## src/hw/ast_pkg.sv

```systemverilog
// Constants, register map and state encoding of the asynchronous serial transmitter.
package ast_pkg;
	// ****************************************************************
	// Bus geometry
	// ****************************************************************
	localparam int ADDR_W = 4;
	localparam int DATA_W = 8;
	localparam int CHAR_W = 9;

	// ****************************************************************
	// Register offsets
	// ****************************************************************
	localparam logic [3:0] OFF_STATUS_CTRL = 4'h0;
	localparam logic [3:0] OFF_HOLD_BUF = 4'h1;
	localparam logic [3:0] OFF_BAUD_LOW = 4'h2;
	localparam logic [3:0] OFF_BAUD_HIGH = 4'h3;
	localparam logic [3:0] OFF_PORT_CTRL = 4'h4;
	localparam logic [3:0] OFF_IRQ_CTRL = 4'h5;

	// ****************************************************************
	// Field positions
	// ****************************************************************
	localparam int BIT_NINTH_DATA = 0;
	localparam int BIT_SR_EMPTY = 1;
	localparam int BIT_HIGH_SPEED = 2;
	localparam int BIT_SYNC_SELECT = 4;
	localparam int BIT_TX_ENABLE = 5;
	localparam int BIT_NINE_SELECT = 6;
	localparam int BIT_PORT_ENABLE = 0;
	localparam int BIT_POL_INVERT = 1;
	localparam int BIT_WIDE_DIV = 2;
	localparam int BIT_TX_IRQ_EN = 0;
	localparam int BIT_PERIPH_IRQ_EN = 1;
	localparam int BIT_GLOBAL_IRQ_EN = 2;
	localparam int BIT_TX_BUF_FLAG = 3;

	// ****************************************************************
	// Reset values
	// ****************************************************************
	localparam logic [7:0] RST_BYTE = 8'h00;
	localparam logic [15:0] RST_COUNT = 16'h0000;

	// ****************************************************************
	// Timing: last phase count (baud ticks per bit minus one) for each speed selection, and data bits per character
	// ****************************************************************
	localparam logic [5:0] PHASE_LAST_SLOW = 6'h3F;
	localparam logic [5:0] PHASE_LAST_FAST = 6'h0F;
	localparam logic [5:0] PHASE_LAST_WIDE_FAST = 6'h03;
	localparam logic [3:0] BITS_EIGHT = 4'h8;
	localparam logic [3:0] BITS_NINE = 4'h9;

	// ****************************************************************
	// Shifter states
	// ****************************************************************
	typedef enum logic [1:0] {
		st_idle = 2'b00,
		st_start = 2'b01,
		st_data = 2'b11,
		st_stop = 2'b10
	} ast_state_e;
endpackage : ast_pkg

```

## src/hw/ast_tx.sv

```systemverilog
// Transmit path of the serial port: registers, baud divider, buffer and shifter.
`timescale 1ns/1ns
module ast_tx (
	input wire logic clock_i,
	input wire logic sys_rst_i,
	input wire logic [ast_pkg::ADDR_W-1:0] addr_i,
	input wire logic [ast_pkg::DATA_W-1:0] wr_data_i,
	input wire logic wr_stb_i,
	input wire logic rd_stb_i,
	output logic [ast_pkg::DATA_W-1:0] rd_data_o,
	output logic tx_o,
	output logic irq_o
);
	// ****************************************************************
	// Software-visible state
	// ****************************************************************
	logic ninth_data_bit;
	logic baud_high_speed_select;
	logic sync_select;
	logic transmit_enable_control;
	logic nine_bit_select;
	logic serial_port_enable;
	logic transmit_polarity_invert;
	logic baud_wide_divisor_select;
	logic transmit_interrupt_enable;
	logic peripheral_irq_enable;
	logic global_irq_enable;
	logic [7:0] baud_divisor_low;
	logic [7:0] baud_divisor_high;
	logic shift_register_empty_flag;
	logic transmit_buffer_flag;

	// ****************************************************************
	// Shifter and baud state
	// ****************************************************************
	ast_pkg::ast_state_e state;
	ast_pkg::ast_state_e next_state;
	logic [ast_pkg::CHAR_W-1:0] transmit_shift_register;
	logic [3:0] bits_left;
	logic [15:0] baud_cnt;
	logic [5:0] phase_cnt;

	// ****************************************************************
	// Address decode
	// ****************************************************************
	wire sel_status = (addr_i == ast_pkg::OFF_STATUS_CTRL);
	wire sel_hold = (addr_i == ast_pkg::OFF_HOLD_BUF);
	wire sel_blow = (addr_i == ast_pkg::OFF_BAUD_LOW);
	wire sel_bhigh = (addr_i == ast_pkg::OFF_BAUD_HIGH);
	wire sel_port = (addr_i == ast_pkg::OFF_PORT_CTRL);
	wire sel_irq = (addr_i == ast_pkg::OFF_IRQ_CTRL);
	wire wr_status = wr_stb_i && sel_status;
	wire wr_hold = wr_stb_i && sel_hold;
	wire wr_port = wr_stb_i && sel_port;
	wire wr_irq = wr_stb_i && sel_irq;

	// ****************************************************************
	// Mode and buffer wiring
	// ****************************************************************
	wire async_mode = serial_port_enable && !sync_select;
	wire tx_active = async_mode && transmit_enable_control;
	wire pol_eff = async_mode && transmit_polarity_invert;
	wire buf_in_ready;
	wire buf_out_valid;
	wire [ast_pkg::CHAR_W-1:0] buf_out_data;
	// The ninth bit is sampled at the holding write, so it must already be set.
	wire [ast_pkg::CHAR_W-1:0] buf_in_data = {ninth_data_bit, wr_data_i};
	wire load = tx_active && buf_out_valid && (state == ast_pkg::st_idle);

	ast_buf2 #(
		.WIDTH(ast_pkg::CHAR_W)
	) u_buf (
		.clock_i(clock_i),
		.sys_rst_i(sys_rst_i),
		.flush_i(!tx_active),
		.in_valid_i(wr_hold),
		.in_ready_o(buf_in_ready),
		.in_data_i(buf_in_data),
		.out_valid_o(buf_out_valid),
		.out_ready_i(load),
		.out_data_o(buf_out_data)
	);

	// ****************************************************************
	// Baud divider
	// ****************************************************************
	wire [15:0] divisor = baud_wide_divisor_select ? {baud_divisor_high, baud_divisor_low}
		: {8'h00, baud_divisor_low};
	wire [1:0] speed_sel = {baud_wide_divisor_select, baud_high_speed_select};
	wire [5:0] phase_last = (speed_sel == 2'h3) ? ast_pkg::PHASE_LAST_WIDE_FAST
		: (speed_sel == 2'h0) ? ast_pkg::PHASE_LAST_SLOW : ast_pkg::PHASE_LAST_FAST;
	wire baud_tick = (baud_cnt == 16'h0000);
	wire bit_en = baud_tick && (phase_cnt == phase_last);

	// Restarting the divider at each load keeps the start bit a full bit long.
	always_ff @(posedge clock_i) begin
		if (sys_rst_i || load || !tx_active) begin
			baud_cnt <= divisor;
			phase_cnt <= 6'h00;
		end else if (baud_tick) begin
			baud_cnt <= divisor;
			phase_cnt <= bit_en ? 6'h00 : phase_cnt + 6'h01;
		end else begin
			baud_cnt <= baud_cnt - 16'h0001;
		end
	end

	// ****************************************************************
	// Shifter
	// ****************************************************************
	always_comb begin
		next_state = state;
		case (state)
			ast_pkg::st_idle: begin
				if (load) begin
					next_state = ast_pkg::st_start;
				end
			end
			ast_pkg::st_start: begin
				if (bit_en) begin
					next_state = ast_pkg::st_data;
				end
			end
			ast_pkg::st_data: begin
				if (bit_en && (bits_left == 4'h1)) begin
					next_state = ast_pkg::st_stop;
				end
			end
			ast_pkg::st_stop: begin
				if (bit_en) begin
					next_state = ast_pkg::st_idle;
				end
			end
			default: begin
				next_state = ast_pkg::st_idle;
			end
		endcase
		if (!tx_active) begin
			next_state = ast_pkg::st_idle;
		end
	end

	always_ff @(posedge clock_i) begin
		if (sys_rst_i) begin
			state <= ast_pkg::st_idle;
			shift_register_empty_flag <= 1'b1;
		end else begin
			state <= next_state;
			shift_register_empty_flag <= (next_state == ast_pkg::st_idle);
		end
	end

	always_ff @(posedge clock_i) begin
		if (sys_rst_i) begin
			transmit_shift_register <= {ast_pkg::CHAR_W{1'b0}};
			bits_left <= 4'h0;
		end else if (load) begin
			transmit_shift_register <= buf_out_data;
			bits_left <= nine_bit_select ? ast_pkg::BITS_NINE : ast_pkg::BITS_EIGHT;
		end else if (bit_en && (state == ast_pkg::st_data)) begin
			transmit_shift_register <= {1'b0, transmit_shift_register[ast_pkg::CHAR_W-1:1]};
			bits_left <= bits_left - 4'h1;
		end
	end

	// ****************************************************************
	// Line and interrupt outputs
	// ****************************************************************
	wire line = (state == ast_pkg::st_start) ? 1'b0
		: (state == ast_pkg::st_data) ? transmit_shift_register[0] : 1'b1;
	wire irq_req = transmit_buffer_flag && transmit_interrupt_enable
		&& peripheral_irq_enable && global_irq_enable;

	always_ff @(posedge clock_i) begin
		if (sys_rst_i) begin
			tx_o <= 1'b1;
			irq_o <= 1'b0;
			transmit_buffer_flag <= 1'b1;
		end else begin
			tx_o <= line ^ pol_eff;
			irq_o <= irq_req;
			transmit_buffer_flag <= buf_in_ready || !tx_active;
		end
	end

	// ****************************************************************
	// Register writes
	// ****************************************************************
	// The empty flag has no write path; a status write leaves it alone.
	always_ff @(posedge clock_i) begin
		if (sys_rst_i) begin
			ninth_data_bit <= 1'b0;
			baud_high_speed_select <= 1'b0;
			sync_select <= 1'b0;
			transmit_enable_control <= 1'b0;
			nine_bit_select <= 1'b0;
		end else if (wr_status) begin
			ninth_data_bit <= wr_data_i[ast_pkg::BIT_NINTH_DATA];
			baud_high_speed_select <= wr_data_i[ast_pkg::BIT_HIGH_SPEED];
			sync_select <= wr_data_i[ast_pkg::BIT_SYNC_SELECT];
			transmit_enable_control <= wr_data_i[ast_pkg::BIT_TX_ENABLE];
			nine_bit_select <= wr_data_i[ast_pkg::BIT_NINE_SELECT];
		end
	end

	always_ff @(posedge clock_i) begin
		if (sys_rst_i) begin
			baud_divisor_low <= ast_pkg::RST_BYTE;
			baud_divisor_high <= ast_pkg::RST_BYTE;
		end else if (wr_stb_i) begin
			baud_divisor_low <= sel_blow ? wr_data_i : baud_divisor_low;
			baud_divisor_high <= sel_bhigh ? wr_data_i : baud_divisor_high;
		end
	end

	always_ff @(posedge clock_i) begin
		if (sys_rst_i) begin
			serial_port_enable <= 1'b0;
			transmit_polarity_invert <= 1'b0;
			baud_wide_divisor_select <= 1'b0;
			transmit_interrupt_enable <= 1'b0;
			peripheral_irq_enable <= 1'b0;
			global_irq_enable <= 1'b0;
		end else begin
			if (wr_port) begin
				serial_port_enable <= wr_data_i[ast_pkg::BIT_PORT_ENABLE];
				transmit_polarity_invert <= wr_data_i[ast_pkg::BIT_POL_INVERT];
				baud_wide_divisor_select <= wr_data_i[ast_pkg::BIT_WIDE_DIV];
			end
			if (wr_irq) begin
				transmit_interrupt_enable <= wr_data_i[ast_pkg::BIT_TX_IRQ_EN];
				peripheral_irq_enable <= wr_data_i[ast_pkg::BIT_PERIPH_IRQ_EN];
				global_irq_enable <= wr_data_i[ast_pkg::BIT_GLOBAL_IRQ_EN];
			end
		end
	end

	// ****************************************************************
	// Register reads
	// ****************************************************************
	wire [7:0] status_rd = {1'b0, nine_bit_select, transmit_enable_control, sync_select,
		1'b0, baud_high_speed_select, shift_register_empty_flag, ninth_data_bit};
	wire [7:0] port_rd = {5'h00, baud_wide_divisor_select, transmit_polarity_invert,
		serial_port_enable};
	wire [7:0] irq_rd = {4'h0, transmit_buffer_flag, global_irq_enable,
		peripheral_irq_enable, transmit_interrupt_enable};
	// The holding buffer reads as zero so the shifter contents never leak out.
	wire [7:0] rd_mux = sel_status ? status_rd : sel_blow ? baud_divisor_low
		: sel_bhigh ? baud_divisor_high : sel_port ? port_rd
		: sel_irq ? irq_rd : 8'h00;

	always_ff @(posedge clock_i) begin
		if (sys_rst_i) begin
			rd_data_o <= ast_pkg::RST_BYTE;
		end else begin
			rd_data_o <= rd_stb_i ? rd_mux : 8'h00;
		end
	end

	// ****************************************************************
	// Assertions
	// ****************************************************************
	property p_empty_idle;
		@(posedge clock_i) disable iff (sys_rst_i)
		shift_register_empty_flag == (state == ast_pkg::st_idle);
	endproperty
	a_empty_idle: assert property (p_empty_idle) else $error("empty flag mismatch");

	property p_load_clears;
		@(posedge clock_i) disable iff (sys_rst_i)
		load |=> !shift_register_empty_flag;
	endproperty
	a_load_clears: assert property (p_load_clears) else $error("flag not cleared");

	property p_busy_data;
		@(posedge clock_i) disable iff (sys_rst_i)
		(state == ast_pkg::st_data && tx_active) |=> !shift_register_empty_flag;
	endproperty
	a_busy_data: assert property (p_busy_data) else $error("flag set mid frame");

	property p_nine_count;
		@(posedge clock_i) disable iff (sys_rst_i)
		(load && nine_bit_select) |=> (bits_left == 4'h9) && (state == ast_pkg::st_start);
	endproperty
	a_nine_count: assert property (p_nine_count) else $error("bad bit count");

	property p_ninth_msb;
		@(posedge clock_i) disable iff (sys_rst_i)
		load |=> transmit_shift_register[8] == $past(buf_out_data[8]);
	endproperty
	a_ninth_msb: assert property (p_ninth_msb) else $error("ninth bit lost");

	property p_load_prompt;
		@(posedge clock_i) disable iff (sys_rst_i)
		(wr_hold && buf_in_ready && tx_active && state == ast_pkg::st_idle && !buf_out_valid)
		##1 tx_active |-> load;
	endproperty
	a_load_prompt: assert property (p_load_prompt) else $error("load delayed");

	property p_disabled_idle;
		@(posedge clock_i) disable iff (sys_rst_i)
		!tx_active |=> state == ast_pkg::st_idle;
	endproperty
	a_disabled_idle: assert property (p_disabled_idle) else $error("ran while off");

	property p_invert;
		@(posedge clock_i) disable iff (sys_rst_i)
		(pol_eff && state == ast_pkg::st_idle) |=> !tx_o;
	endproperty
	a_invert: assert property (p_invert) else $error("idle not inverted");

	property p_start_low;
		@(posedge clock_i) disable iff (sys_rst_i)
		(state == ast_pkg::st_start && !pol_eff) |=> !tx_o;
	endproperty
	a_start_low: assert property (p_start_low) else $error("start bit not low");

	property p_enable_flag;
		@(posedge clock_i) disable iff (sys_rst_i)
		$rose(tx_active) |=> transmit_buffer_flag;
	endproperty
	a_enable_flag: assert property (p_enable_flag) else $error("flag not set");

	property p_irq;
		@(posedge clock_i) disable iff (sys_rst_i)
		irq_req |=> irq_o;
	endproperty
	a_irq: assert property (p_irq) else $error("interrupt missing");
endmodule : ast_tx

```

## src/hw/ast_buf2.sv

```systemverilog
// Two-entry buffer with valid and ready on both sides.
`timescale 1ns/1ns
module ast_buf2 #(
	parameter int WIDTH = 9
) (
	input wire logic clock_i,
	input wire logic sys_rst_i,
	input wire logic flush_i,
	input wire logic in_valid_i,
	output logic in_ready_o,
	input wire logic [WIDTH-1:0] in_data_i,
	output logic out_valid_o,
	input wire logic out_ready_i,
	output logic [WIDTH-1:0] out_data_o
);
	// ****************************************************************
	// Storage
	// ****************************************************************
	logic [WIDTH-1:0] mem [0:1];
	logic wr_ptr;
	logic rd_ptr;
	logic [1:0] count;
	wire push = in_valid_i && in_ready_o;
	wire pop = out_valid_o && out_ready_i;

	assign in_ready_o = (count != 2'h2);
	assign out_valid_o = (count != 2'h0);
	assign out_data_o = mem[rd_ptr];

	always_ff @(posedge clock_i) begin
		if (push) begin
			mem[wr_ptr] <= in_data_i;
		end
	end

	// A flush empties both entries; pending words are dropped on purpose.
	always_ff @(posedge clock_i) begin
		if (sys_rst_i || flush_i) begin
			wr_ptr <= 1'b0;
			rd_ptr <= 1'b0;
			count <= 2'h0;
		end else begin
			wr_ptr <= wr_ptr ^ push;
			rd_ptr <= rd_ptr ^ pop;
			count <= count + {1'b0, push} - {1'b0, pop};
		end
	end
endmodule : ast_buf2

```

## config.mk

```make
export PLATFORM = sky130hd
export DESIGN_NAME = ast_tx
export DESIGN_NICKNAME = d
export VERILOG_FILES = /design/src/hw/ast_pkg.sv /design/src/hw/ast_tx.sv /design/src/hw/ast_buf2.sv
export SDC_FILE = /design/constraint.sdc
export NUM_CORES = 1
export LEC_CHECK = 0
export BUFFER_PORTS_ARGS = -buffer_cell sky130_fd_sc_hd__buf_2
export CORE_MARGIN = 1
export CORE_UTILIZATION = 60
export CTS_BUF_LIST = sky130_fd_sc_hd__clkbuf_16
export DETAILED_ROUTE_END_ITERATION = 16
export PLACE_DENSITY = 0.87
export SYNTH_ARGS = -nofsm -noshare
export SYNTH_HDL_FRONTEND = slang
export SYNTH_SLANG_ARGS = --single-unit
```

## constraint.sdc

```tcl
create_clock -name clock_i -period 2.6 [get_ports clock_i]
set_input_delay 0.65 -clock clock_i [delete_from_list [all_inputs] [get_ports clock_i]]
set_output_delay 0.65 -clock clock_i [all_outputs]
set_load 0.02 [all_outputs]
```

==> qor.txt, run 1 <==
Post-Syn Instances -> 440
vias -> 3374
Detailed Place HPWL -> 6.696 mm
Remaining DRCs -> 0
Synth Area per Inst -> 9.717 sq um
Setup crit start kind -> flop
outcome -> finished clean
WS Path Type -> flop to flop
I/O pin count -> 26
commonest non-fill, non-tap cell in the layout -> dfxtp_1
Synthesis Warnings -> 0
final period utilization -> 88.49%
Vias/cell -> 5.951
Yosys top cell area share -> 37.46%
WP data arrival -> 2.58 ns
row cnt -> 30
Place WS -> 0.1389 ns
final worst slack -> 0.2993 ns
TritonCTS clock tree -> done
clk sinks -> 98
Worst Hold Class -> flop to flop
dpl cells -> 551
Nets -> 490
clk buf depth -> 2
Yosys cell types -> 53
Sum Neg Setup Slack -> 0 ns
post-CTS resize count -> 0
drt total wl -> 9.754 mm
Synth Flop Type -> dfxtp_1
P_leak -> 0.001941 uW
most frequent cells in the layout -> dfxtp_1 (80), nor2_1 (45), nand2_1 (38)
CTS clock-pin slew for the worst setup and hold paths -> 0.07 ns
input/output buffers -> 25
Initial DRC Count -> 268
first-pass GRT wire length -> 15.89 mm
Worst-Margin Slew -> 0.7349 ns
die width -> 86.42 microns
post-CTS setup buffers -> 0
Final ANT Viol Nets -> 0
cts bufs inserted -> 9
post-synthesis sequential area ratio -> 50.10%
GRT Residual Overflow -> 0
Finished Layout Cells -> 567
DIE AREA -> 7468 sq um
PwrDens -> 648.8 nW/um^2
largest net degree at the start of global routing -> 44
minimum clock period -> 2.301 ns
final slew viol count -> 0
Final Hold Fails -> 0
Worst VDD drop -> 453.1 uV
Worst EP required -> 2.88 ns
starting density of the core -> 62.58%
syn_nets -> 464
top post-synthesis cells by area -> dfxtp_1 (37%), edfxtp_1 (13%), mux2i_1 (7.5%)
FFs w/ async S/R, synth -> 0%
Overall Global Routing Usage -> 28.02%
WL/cell -> 17.20 microns
initial antenna violation count -> 0
drt pass-1 iters -> 5
Clock Latency Late Sink -> 0.34 ns
total core area -> 6832 sq um
CTS Hold Bufs -> 0
P&R area growth vs syn -> 13.26%
largest area contributor in the netlist -> dfxtp_1
# diodes -> 0
Post-synth EDFFs -> 18
CP max FO -> 10
vias in the first global route -> 3214
cell area after synthesis -> 4275 sq um
synthesis-stage register bit count -> 98
Die H -> 86.42 microns
Slew HR -> 50.31%
max-cap violations -> 0
unrepaired setup endpoints after global routing -> false
clock skew -> 0.005265 ns
H-Tree Depth -> 3
Root Buffer -> clkbuf_16
FMAX -> 434.6 MHz
gp weighted congestion -> 0.9684
Critical Path End Type -> flop
Final setup viols -> 0
share of cells above drive strength 1 -> 13.80%
==> worst max-delay path, cell delays in order (launching register included) <==
cell     delay, ns
dfxtp_1       0.33
inv_1         0.06
ha_1          0.17
or3b_2        0.55
nor2_8        0.23
nand3_1       0.19
or4_1         0.54
a21oi_1       0.15
==> cell families after synthesis <==
family | after synthesis | synth area share, %
compound gates | 88 | 13.43
xor+xnor | 18 | 3.687
fa+ha+maj | 8 | 2.341
buf+inv | 31 | 2.780
flops | 98 | 50.10
mux | 33 | 7.755
simple gates | 164 | 19.90
==> area by class of cell <==
| cell class | count | area (sq um) |
|---|---|---|
| Inverter | 11 | 41.29 |
| Clock inverter | 7 | 98.84 |
| Fill cell | 510 | 1989 |
| Multi-Input combinational cell | 311 | 2014 |
| Timing Repair Buffer | 35 | 200.2 |
| Clock buffer | 9 | 225.2 |
| Tap cell | 96 | 120.1 |
| Sequential cell | 98 | 2142 |
==> stage by stage <==
step	utilization [%]	instance area [sq um]	power, uW	hold slack [ns]
floorplan	-	4275	1683	0.4374
global placement	66.14	4518	1726	0.4583
detailed placement	66.14	4518	1729	0.4723
CTS	70.88	4842	3134	0.4812
global route	70.88	4842	3218	0.5056
finish	70.88	4842	3142	0.4815
==> cells in the mapped netlist (5+ instances only) <==
library cell  count
or2_2             5
a21oi_1          17
o21ai_0          26
ha_1              8
mux2i_1          32
nand2_1          38
nor2_1           45
a31oi_1           7
or4_1             6
dfxtp_1          80
nor2b_1          11
nand3_1          21
edfxtp_1         18
xnor2_1          11
a211oi_1         15
inv_1            11
clkbuf_1         18
xor2_1            7
==> power by group <==
part / total [uW] / leakage [uW] / internal [uW] / switching (uW)
Clock: 1440 / 0.000158 / 852 / 589
Combinational: 140 / 0.000975 / 51.0 / 88.9
Sequential: 1560 / 0.000807 / 1550 / 7.92
==> final timing paths <==
check / start / endpoint / slack (ns) / depth (start not counted)
hold / removal: transmit_shift_register[7]$_SDFFE_PP0P_ / transmit_shift_register[7]$_SDFFE_PP0P_ / 0.48 / 2
setup reg to reg: baud_cnt[0]$_DFF_P_ / phase_cnt[5]$_SDFFE_PP0P_ / 0.30 / 7
hold reg to reg: transmit_shift_register[7]$_SDFFE_PP0P_ / transmit_shift_register[7]$_SDFFE_PP0P_ / 0.48 / 2
setup / recovery: baud_cnt[0]$_DFF_P_ / phase_cnt[5]$_SDFFE_PP0P_ / 0.30 / 7
==> sequential cells by signal, summed over array words and instances (netlist names), 2 cells and up <==
signal	flops
u_buf.mem	18
baud_cnt	16
transmit_shift_register	9
baud_divisor_high	8
baud_divisor_low	8
rd_data_o	8
phase_cnt	6
bits_left	4
state	2
u_buf.count	2
==> per-layer routing <==
layer	up-vias	track usage [%]	share of wire (%)
li1	1632	-	-
met2	148	46.32	47
met4	0	11.82	3.1
met5	-	0	0
met1	1564	36.80	44
met3	30	4.286	6.1
No activity file was read; power rests on OpenSTA's default activity.
==> run 2: changes to the inputs <==
--- a/config.mk
+++ b/config.mk
@@ -7,10 +7,11 @@
 export LEC_CHECK = 0
 export BUFFER_PORTS_ARGS = -buffer_cell sky130_fd_sc_hd__buf_2
 export CORE_MARGIN = 1
-export CORE_UTILIZATION = 60
+export CORE_UTILIZATION = 35
 export CTS_BUF_LIST = sky130_fd_sc_hd__clkbuf_16
 export DETAILED_ROUTE_END_ITERATION = 16
-export PLACE_DENSITY = 0.87
+export HOLD_SLACK_MARGIN = 0.1
+export PLACE_DENSITY = 0.61
 export SYNTH_ARGS = -nofsm -noshare
 export SYNTH_HDL_FRONTEND = slang
 export SYNTH_SLANG_ARGS = --single-unit
==> constraint.sdc (replaced) <==
create_clock -name clock_i -period 2.04 [get_ports clock_i]
set_input_delay 0.51 -clock clock_i [delete_from_list [all_inputs] [get_ports clock_i]]
set_output_delay 0.51 -clock clock_i [all_outputs]
set_load 0.02 [all_outputs]
==> run 2 against run 1 <==
Net effect:
- clock-buffer cell count unchanged
- utilization fell by 28 points
- critical path depth did not move
- cell count rose by 14%
- sequential share of layout area fell by 2.6 points
- register-to-register slack worse by 0.28 ns
- non-clock buffer count rose by 27
- clock skew is 0.0030 ns higher
- wire length increased by 3.6%
- sequential power rose by 28%
- first-iteration DRC count is 46% lower
==> qor.txt, run 2 (synthesized netlist as in run 1, its figures left out) <==
outcome -> finished clean
share of cells above drive strength 1 -> 20.88% (+7.1 points)
Internal -> 2995 uW (+22%)
row cnt -> 40 (+33%)
# diodes -> 0 (unchanged)
DIE AREA -> 12660 sq um (+70%)
clk buf depth -> 2 (unchanged)
Layout Utilization -> 43.12% (-28 points)
WP data arrival -> 2.29 ns (-0.29 ns)
first-pass GRT wire length -> 16.28 mm (+2.4%)
WL/cell -> 15.67 microns (-8.9%)
Final Hold Fails -> 0 (unchanged)
input/output buffers -> 25 (unchanged)
Clock Latency Late Sink -> 0.34 ns (about the same)
initial antenna violation count -> 0 (unchanged)
clock skew -> 0.008277 ns (+0.003012 ns)
vias -> 3330 (-1.3%)
P&R area growth vs syn -> 20.63%
Overall Global Routing Usage -> 16.80% (-11 points)
Worst EP required -> 2.31 ns (-0.57 ns)
PwrDens -> 737.9 nW/um^2 (+14%)
drt pass-1 iters -> 4 (-1)
Root Buffer -> clkbuf_16
cts bufs inserted -> 9 (unchanged)
clock share of power -> 42.3% (-3.5 points)
Final ANT Viol Nets -> 0 (unchanged)
die width -> 112.5 microns (+30%)
Slew HR -> 59.10% (+8.8 points)
Critical Path End Type -> flop
Setup crit start kind -> flop
starting density of the core -> 35.74% (-27 points)
Remaining DRCs -> 0 (unchanged)
drt total wl -> 10.11 mm (+3.6%)
commonest non-fill, non-tap cell in the layout -> dfxtp_1
WS Path Type -> flop to flop
gp weighted congestion -> 0.8636 (-11%)
CTS clock-pin slew for the worst setup and hold paths -> 0.06 ns (about the same)
largest net degree at the start of global routing -> 44 (unchanged)
share of power burned in registers -> 52.3% (+2.6 points)
Initial DRC Count -> 146 (-46%)
max reg flops -> 18 (unchanged)
TritonCTS clock tree -> done
GRT Residual Overflow -> 0 (unchanged)
Min Hold Slack -> 0.4000 ns (-0.08152 ns)
Worst VDD drop -> 446.8 uV (-1.4%)
clk sinks -> 98 (unchanged)
fillers -> 1127 (+120%)
Vias/cell -> 5.163 (-13%)
vias in the first global route -> 3211 (-0.093%)
Worst Hold Class -> input pin to flop
Nets -> 517 (+5.5%)
P_sw -> 810.6 uW (+18%)
final period utilization -> 99.14% (+11 points)
Final setup viols -> 0 (unchanged)
biggest regs -> u_buf.mem (18), baud_cnt (16), transmit_shift_register (9)
Switching Share -> 21.30% (-0.52 points)
unrepaired setup endpoints after global routing -> true
Reg with most FFs -> u_buf.mem
P_leak -> 0.002071 uW (+6.7%)
minimum clock period -> 2.022 ns (-0.2782 ns)
total chip power -> 3806 uW (+21%)
max-cap violations -> 0 (unchanged)
Worst-Margin Slew -> 0.5980 ns (-0.1369 ns)
Die H -> 112.5 microns (+30%)
CP max FO -> 6 (-4)
Detailed Place HPWL -> 7.341 mm (+9.6%)
final slew viol count -> 0 (unchanged)
H-Tree Depth -> 3 (unchanged)
I/O pin count -> 26 (unchanged)
FMAX -> 494.4 MHz (+14%)
CTS Hold Bufs -> 0 (unchanged)
most frequent cells in the layout -> dfxtp_1 (76), nor2_1 (45), nand2_1 (38)
Gate power share -> 5.5% (+1.0 points)
total core area -> 11960 sq um (+75%)
run 2: cell count changes in the layout (fill, tap and decap cells not counted), sizes merged:
| cell | before | now |
|---|---|---|
| clkinv | 2 | 4 |
| bufinv | 2 | 1 |
| inv | 14 | 13 |
| buf | 35 | 62 |
run 2: final timing paths:
check,start,slack [ns],cells after the start,to
setup / recovery,baud_cnt[1]$_DFF_P_,0.02,7,phase_cnt[4]$_SDFFE_PP0P_
hold / removal,wr_data_i[7],0.40,1,u_buf.mem[1][7]$_DFFE_PP_
setup reg to reg,baud_cnt[1]$_DFF_P_,0.02,7,phase_cnt[4]$_SDFFE_PP0P_
hold reg to reg,transmit_shift_register[7]$_SDFFE_PP0P_,0.48,2,transmit_shift_register[7]$_SDFFE_PP0P_
run 2: power groups by stage:
stage / logic [uW] / registers (uW) / clock network [uW]
global placement: 192 / 2030 / 0
detailed placement: 194 / 2030 / 0
finish: 208 / 1990 / 1610
floorplan: 112 / 2030 / 0
CTS: 195 / 1990 / 1650
global route: 227 / 1990 / 1730
run 2: worst max-delay path, cell delays in order, from the launching register on:
cell	delay, ns
dfxtp_2	0.33
inv_2	0.06
ha_4	0.12
or3b_4	0.42
nor2_8	0.16
nand4_1	0.19
or4_1	0.53
a21oi_1	0.13
run 2: through the flow:
| step | setup slack [ns] | instance area, sq um | cells | TNS (ns) |
|---|---|---|---|---|
| after floorplan | -0.01656 | 4278 | 440 | -0.2981 |
| after global placement | 0.06429 | 4787 | 624 | 0 |
| after detailed placement | 0.01965 | 4787 | 624 | 0 |
| after CTS | 0.005755 | 5066 | 640 | 0 |
| after global routing | -0.04407 | 5157 | 645 | -0.07864 |
| final | 0.01751 | 5157 | 645 | 0 |
run 2: area by class of cell:
type / instances / area [sq um] / share of cell area, %
Clock buffer: 9 / 225.2 / 4.367
Multi-Input combinational cell: 311 / 2062 / 39.98
Clock inverter: 7 / 53.80 / 1.043
Sequential cell: 98 / 2147 / 41.63
Timing Repair Buffer: 62 / 444.2 / 8.612
Tap cell: 147 / 183.9 / 3.566
Inverter: 11 / 41.29 / 0.8006
run 2: repair_timing:
action	4_1_cts	5_1_grt
endpoints found under the setup margin	0	21
resized for setup	0	18
buffers inserted	0	5
run 2: metal layers:
layer  part of all wire [%]  wire length [microns]  GRT usage (%)  up-vias
met1                     48                   4850          21.83     1574
met4                    2.0                    201          7.644        0
li1                       -                      -              -     1692
met3                    2.8                    280          3.402       14
met2                     47                   4776          27.00       50
met5                      0                      0              0        -
==> run 3: changes to the inputs <==
--- a/config.mk
+++ b/config.mk
@@ -8,10 +8,11 @@
 export BUFFER_PORTS_ARGS = -buffer_cell sky130_fd_sc_hd__buf_2
 export CORE_MARGIN = 1
 export CORE_UTILIZATION = 35
-export CTS_BUF_LIST = sky130_fd_sc_hd__clkbuf_16
+export CTS_BUF_LIST = sky130_fd_sc_hd__clkbuf_2
 export DETAILED_ROUTE_END_ITERATION = 16
 export HOLD_SLACK_MARGIN = 0.1
 export PLACE_DENSITY = 0.61
+export SLEW_MARGIN = 20
 export SYNTH_ARGS = -nofsm -noshare
 export SYNTH_HDL_FRONTEND = slang
 export SYNTH_SLANG_ARGS = --single-unit
==> run 3 against run 2 <==
Net effect:
- sequential power about the same
- non-clock buffer count up 2
- sequential share of layout area up 1.3 points
- critical endpoint unchanged
- via count up 0.81%
- die area unchanged
- design area down 2.7%
- worst setup slack better by 0.015 ns
- worst hold slack worse by 0.19 ns
- critical path depth unchanged
==> qor.txt, run 3 (synthesized netlist as in run 1, its figures left out) <==
max reg flops -> 18 (unchanged)
final period utilization -> 98.43% (-0.71 points)
unrepaired setup endpoints after global routing -> true
Clock Latency Late Sink -> 0.57 ns (+0.23 ns)
die width -> 112.5 microns (unchanged)
Gate power share -> 6.8% (+1.3 points)
Initial DRC Count -> 147 (+0.68%)
Final setup viols -> 0 (unchanged)
drt pass-1 iters -> 4 (unchanged)
Die H -> 112.5 microns (unchanged)
# diodes -> 0 (unchanged)
vias -> 3357 (+0.81%)
CP max FO -> 6 (unchanged)
GRT Residual Overflow -> 0 (unchanged)
gp weighted congestion -> 0.8636 (unchanged)
P_leak -> 0.002009 uW (-3.0%)
Worst Hold Class -> input pin to flop
Worst EP required -> 2.55 ns (+0.24 ns)
Worst VDD drop -> 359.9 uV (-19%)
slowest stage delay, CP -> 0.50 ns (-0.03 ns)
Worst-Margin Slew -> 0.5827 ns (-0.01534 ns)
Nets -> 519 (+0.39%)
Switching Share -> 24.07% (+2.8 points)
critical path's slowest cell -> or4_1
P_sw -> 746.5 uW (-7.9%)
input/output buffers -> 25 (unchanged)
critical path's top delay family -> simple AND/OR/NAND/NOR gates
Reg with most FFs -> u_buf.mem
share of power burned in registers -> 64.3% (+12 points)
biggest regs -> u_buf.mem (18), baud_cnt (16), transmit_shift_register (9)
initial antenna violation count -> 0 (unchanged)
clock share of power -> 28.9% (-13 points)
fillers -> 1158 (+2.8%)
TritonCTS clock tree -> done
Setup crit start kind -> flop
drt total wl -> 10.15 mm (+0.43%)
Final ANT Viol Nets -> 0 (unchanged)
clock skew -> 0.02587 ns (+0.01760 ns)
Vias/cell -> 5.189 (+0.50%)
row cnt -> 40 (unchanged)
PwrDens -> 617.9 nW/um^2 (-16%)
final slew viol count -> 0 (unchanged)
I/O pin count -> 26 (unchanged)
WL/cell -> 15.69 microns (+0.11%)
WP data arrival -> 2.51 ns (+0.22 ns)
Final Hold Fails -> 0 (unchanged)
Internal -> 2355 uW (-21%)
clk sinks -> 98 (unchanged)
CTS clock-pin slew for the worst setup and hold paths -> 0.24 ns (+0.18 ns)
outcome -> finished clean
minimum clock period -> 2.008 ns (-0.01452 ns)
Slew HR -> 60.15% (+1.0 points)
H-Tree Depth -> 3 (unchanged)
Detailed Place HPWL -> 7.341 mm (unchanged)
Overall Global Routing Usage -> 16.82% (+0.021 points)
final design area excluding fillers -> 5020 sq um (-2.7%)
Crit path buffers/inverters -> 1 (unchanged)
commonest non-fill, non-tap cell in the layout -> dfxtp_1
total chip power -> 3102 uW (-19%)
largest net degree at the start of global routing -> 44 (unchanged)
total core area -> 11960 sq um (unchanged)
vias in the first global route -> 3201 (-0.31%)
first-pass GRT wire length -> 16.20 mm (-0.47%)
WS Path Type -> flop to flop
FMAX -> 498.0 MHz (+0.72%)
Cell Chain, Critical Path -> inv_2, ha_4, or3b_4, nor2_8, nand4_1, or4_1, a21oi_1
Root Buffer -> clkbuf_2
P&R area growth vs syn -> 17.41%
cts bufs inserted -> 9 (unchanged)
starting density of the core -> 35.74% (unchanged)
share of cells above drive strength 1 -> 22.40% (+1.5 points)
Critical Path End Type -> flop
Cell Area, Placed -> 4787 sq um (unchanged)
most frequent cells in the layout -> dfxtp_1 (72), nor2_1 (45), nand2_1 (38)
clk buf depth -> 2 (unchanged)
DIE AREA -> 12660 sq um (unchanged)
max-cap violations -> 0 (unchanged)
Remaining DRCs -> 0 (unchanged)
run 3: final cells by class:
cell class / count / area (sq um) / share of cell area (%)
inverters: 11 / 41.29 / 0.8225
clock inverters: 5 / 46.29 / 0.9222
clock buffers: 11 / 55.05 / 1.097
well taps: 147 / 183.9 / 3.664
repair buffers: 64 / 464.2 / 9.247
multi-input cells: 311 / 2074 / 41.33
flip-flops and latches: 98 / 2155 / 42.92
run 3: repair_timing:
| item | CTS | global route |
|---|---|---|
| setup buffers | 0 | 5 |
| pin swaps | 1 | 8 |
| endpoints found under the setup margin | 6 | 26 |
| gates resized for setup | 3 | 22 |
| hold buffers | 0 | 2 |
| hold endpoints to repair | 0 | 4 |
run 3: worst reg2reg max path, stage by stage (launching register included):
cell,delay [ns]
dfxtp_2,0.38
inv_2,0.06
ha_4,0.12
or3b_4,0.42
nor2_8,0.18
nand4_1,0.18
or4_1,0.50
a21oi_1,0.12
run 3: power by group through the flow:
stage / Sequential, uW / Combinational, uW / Clock, uW
2_1_floorplan: 2030 / 112 / 0
3_3_place_gp: 2030 / 192 / 0
3_5_place_dp: 2030 / 194 / 0
4_1_cts: 2000 / 197 / 932
5_1_grt: 2000 / 230 / 1010
6_report: 1990 / 212 / 896
run 3: through the flow:
stage	util [%]	instances	hold slack, ns	setup TNS (ns)	setup slack (ns)
after floorplan	-	440	0.4374	-0.2981	-0.01656
after global placement	40.02	624	0.4563	0	0.06429
after detailed placement	40.02	624	0.4783	0	0.01965
after CTS	40.93	640	0.1028	-0.00003486	-0.00003486
after global routing	41.97	647	0.1231	-0.1413	-0.09527
final	41.97	647	0.2092	0	0.03203
run 3: layer usage:
layer	wire length [microns]	track usage (%)	vias to the layer above
met4	277	9.067	0
met1	4790	21.75	1581
met2	4752	26.71	67
met5	0	0	-
li1	-	-	1689
met3	331	3.132	20
run 3: worst paths after layout:
path / startpoint / endpoint / slack (ns) / cells past startpoint
worst max-delay path: baud_cnt[1]$_DFF_P_ / phase_cnt[4]$_SDFFE_PP0P_ / 0.03 / 7
worst max register to register: baud_cnt[1]$_DFF_P_ / phase_cnt[4]$_SDFFE_PP0P_ / 0.03 / 7
worst min-delay path: wr_data_i[1] / u_buf.mem[1][1]$_DFFE_PP_ / 0.21 / 1
worst min register to register: global_irq_enable$_SDFFE_PP0P_ / irq_o$_SDFF_PP0_ / 0.50 / 2
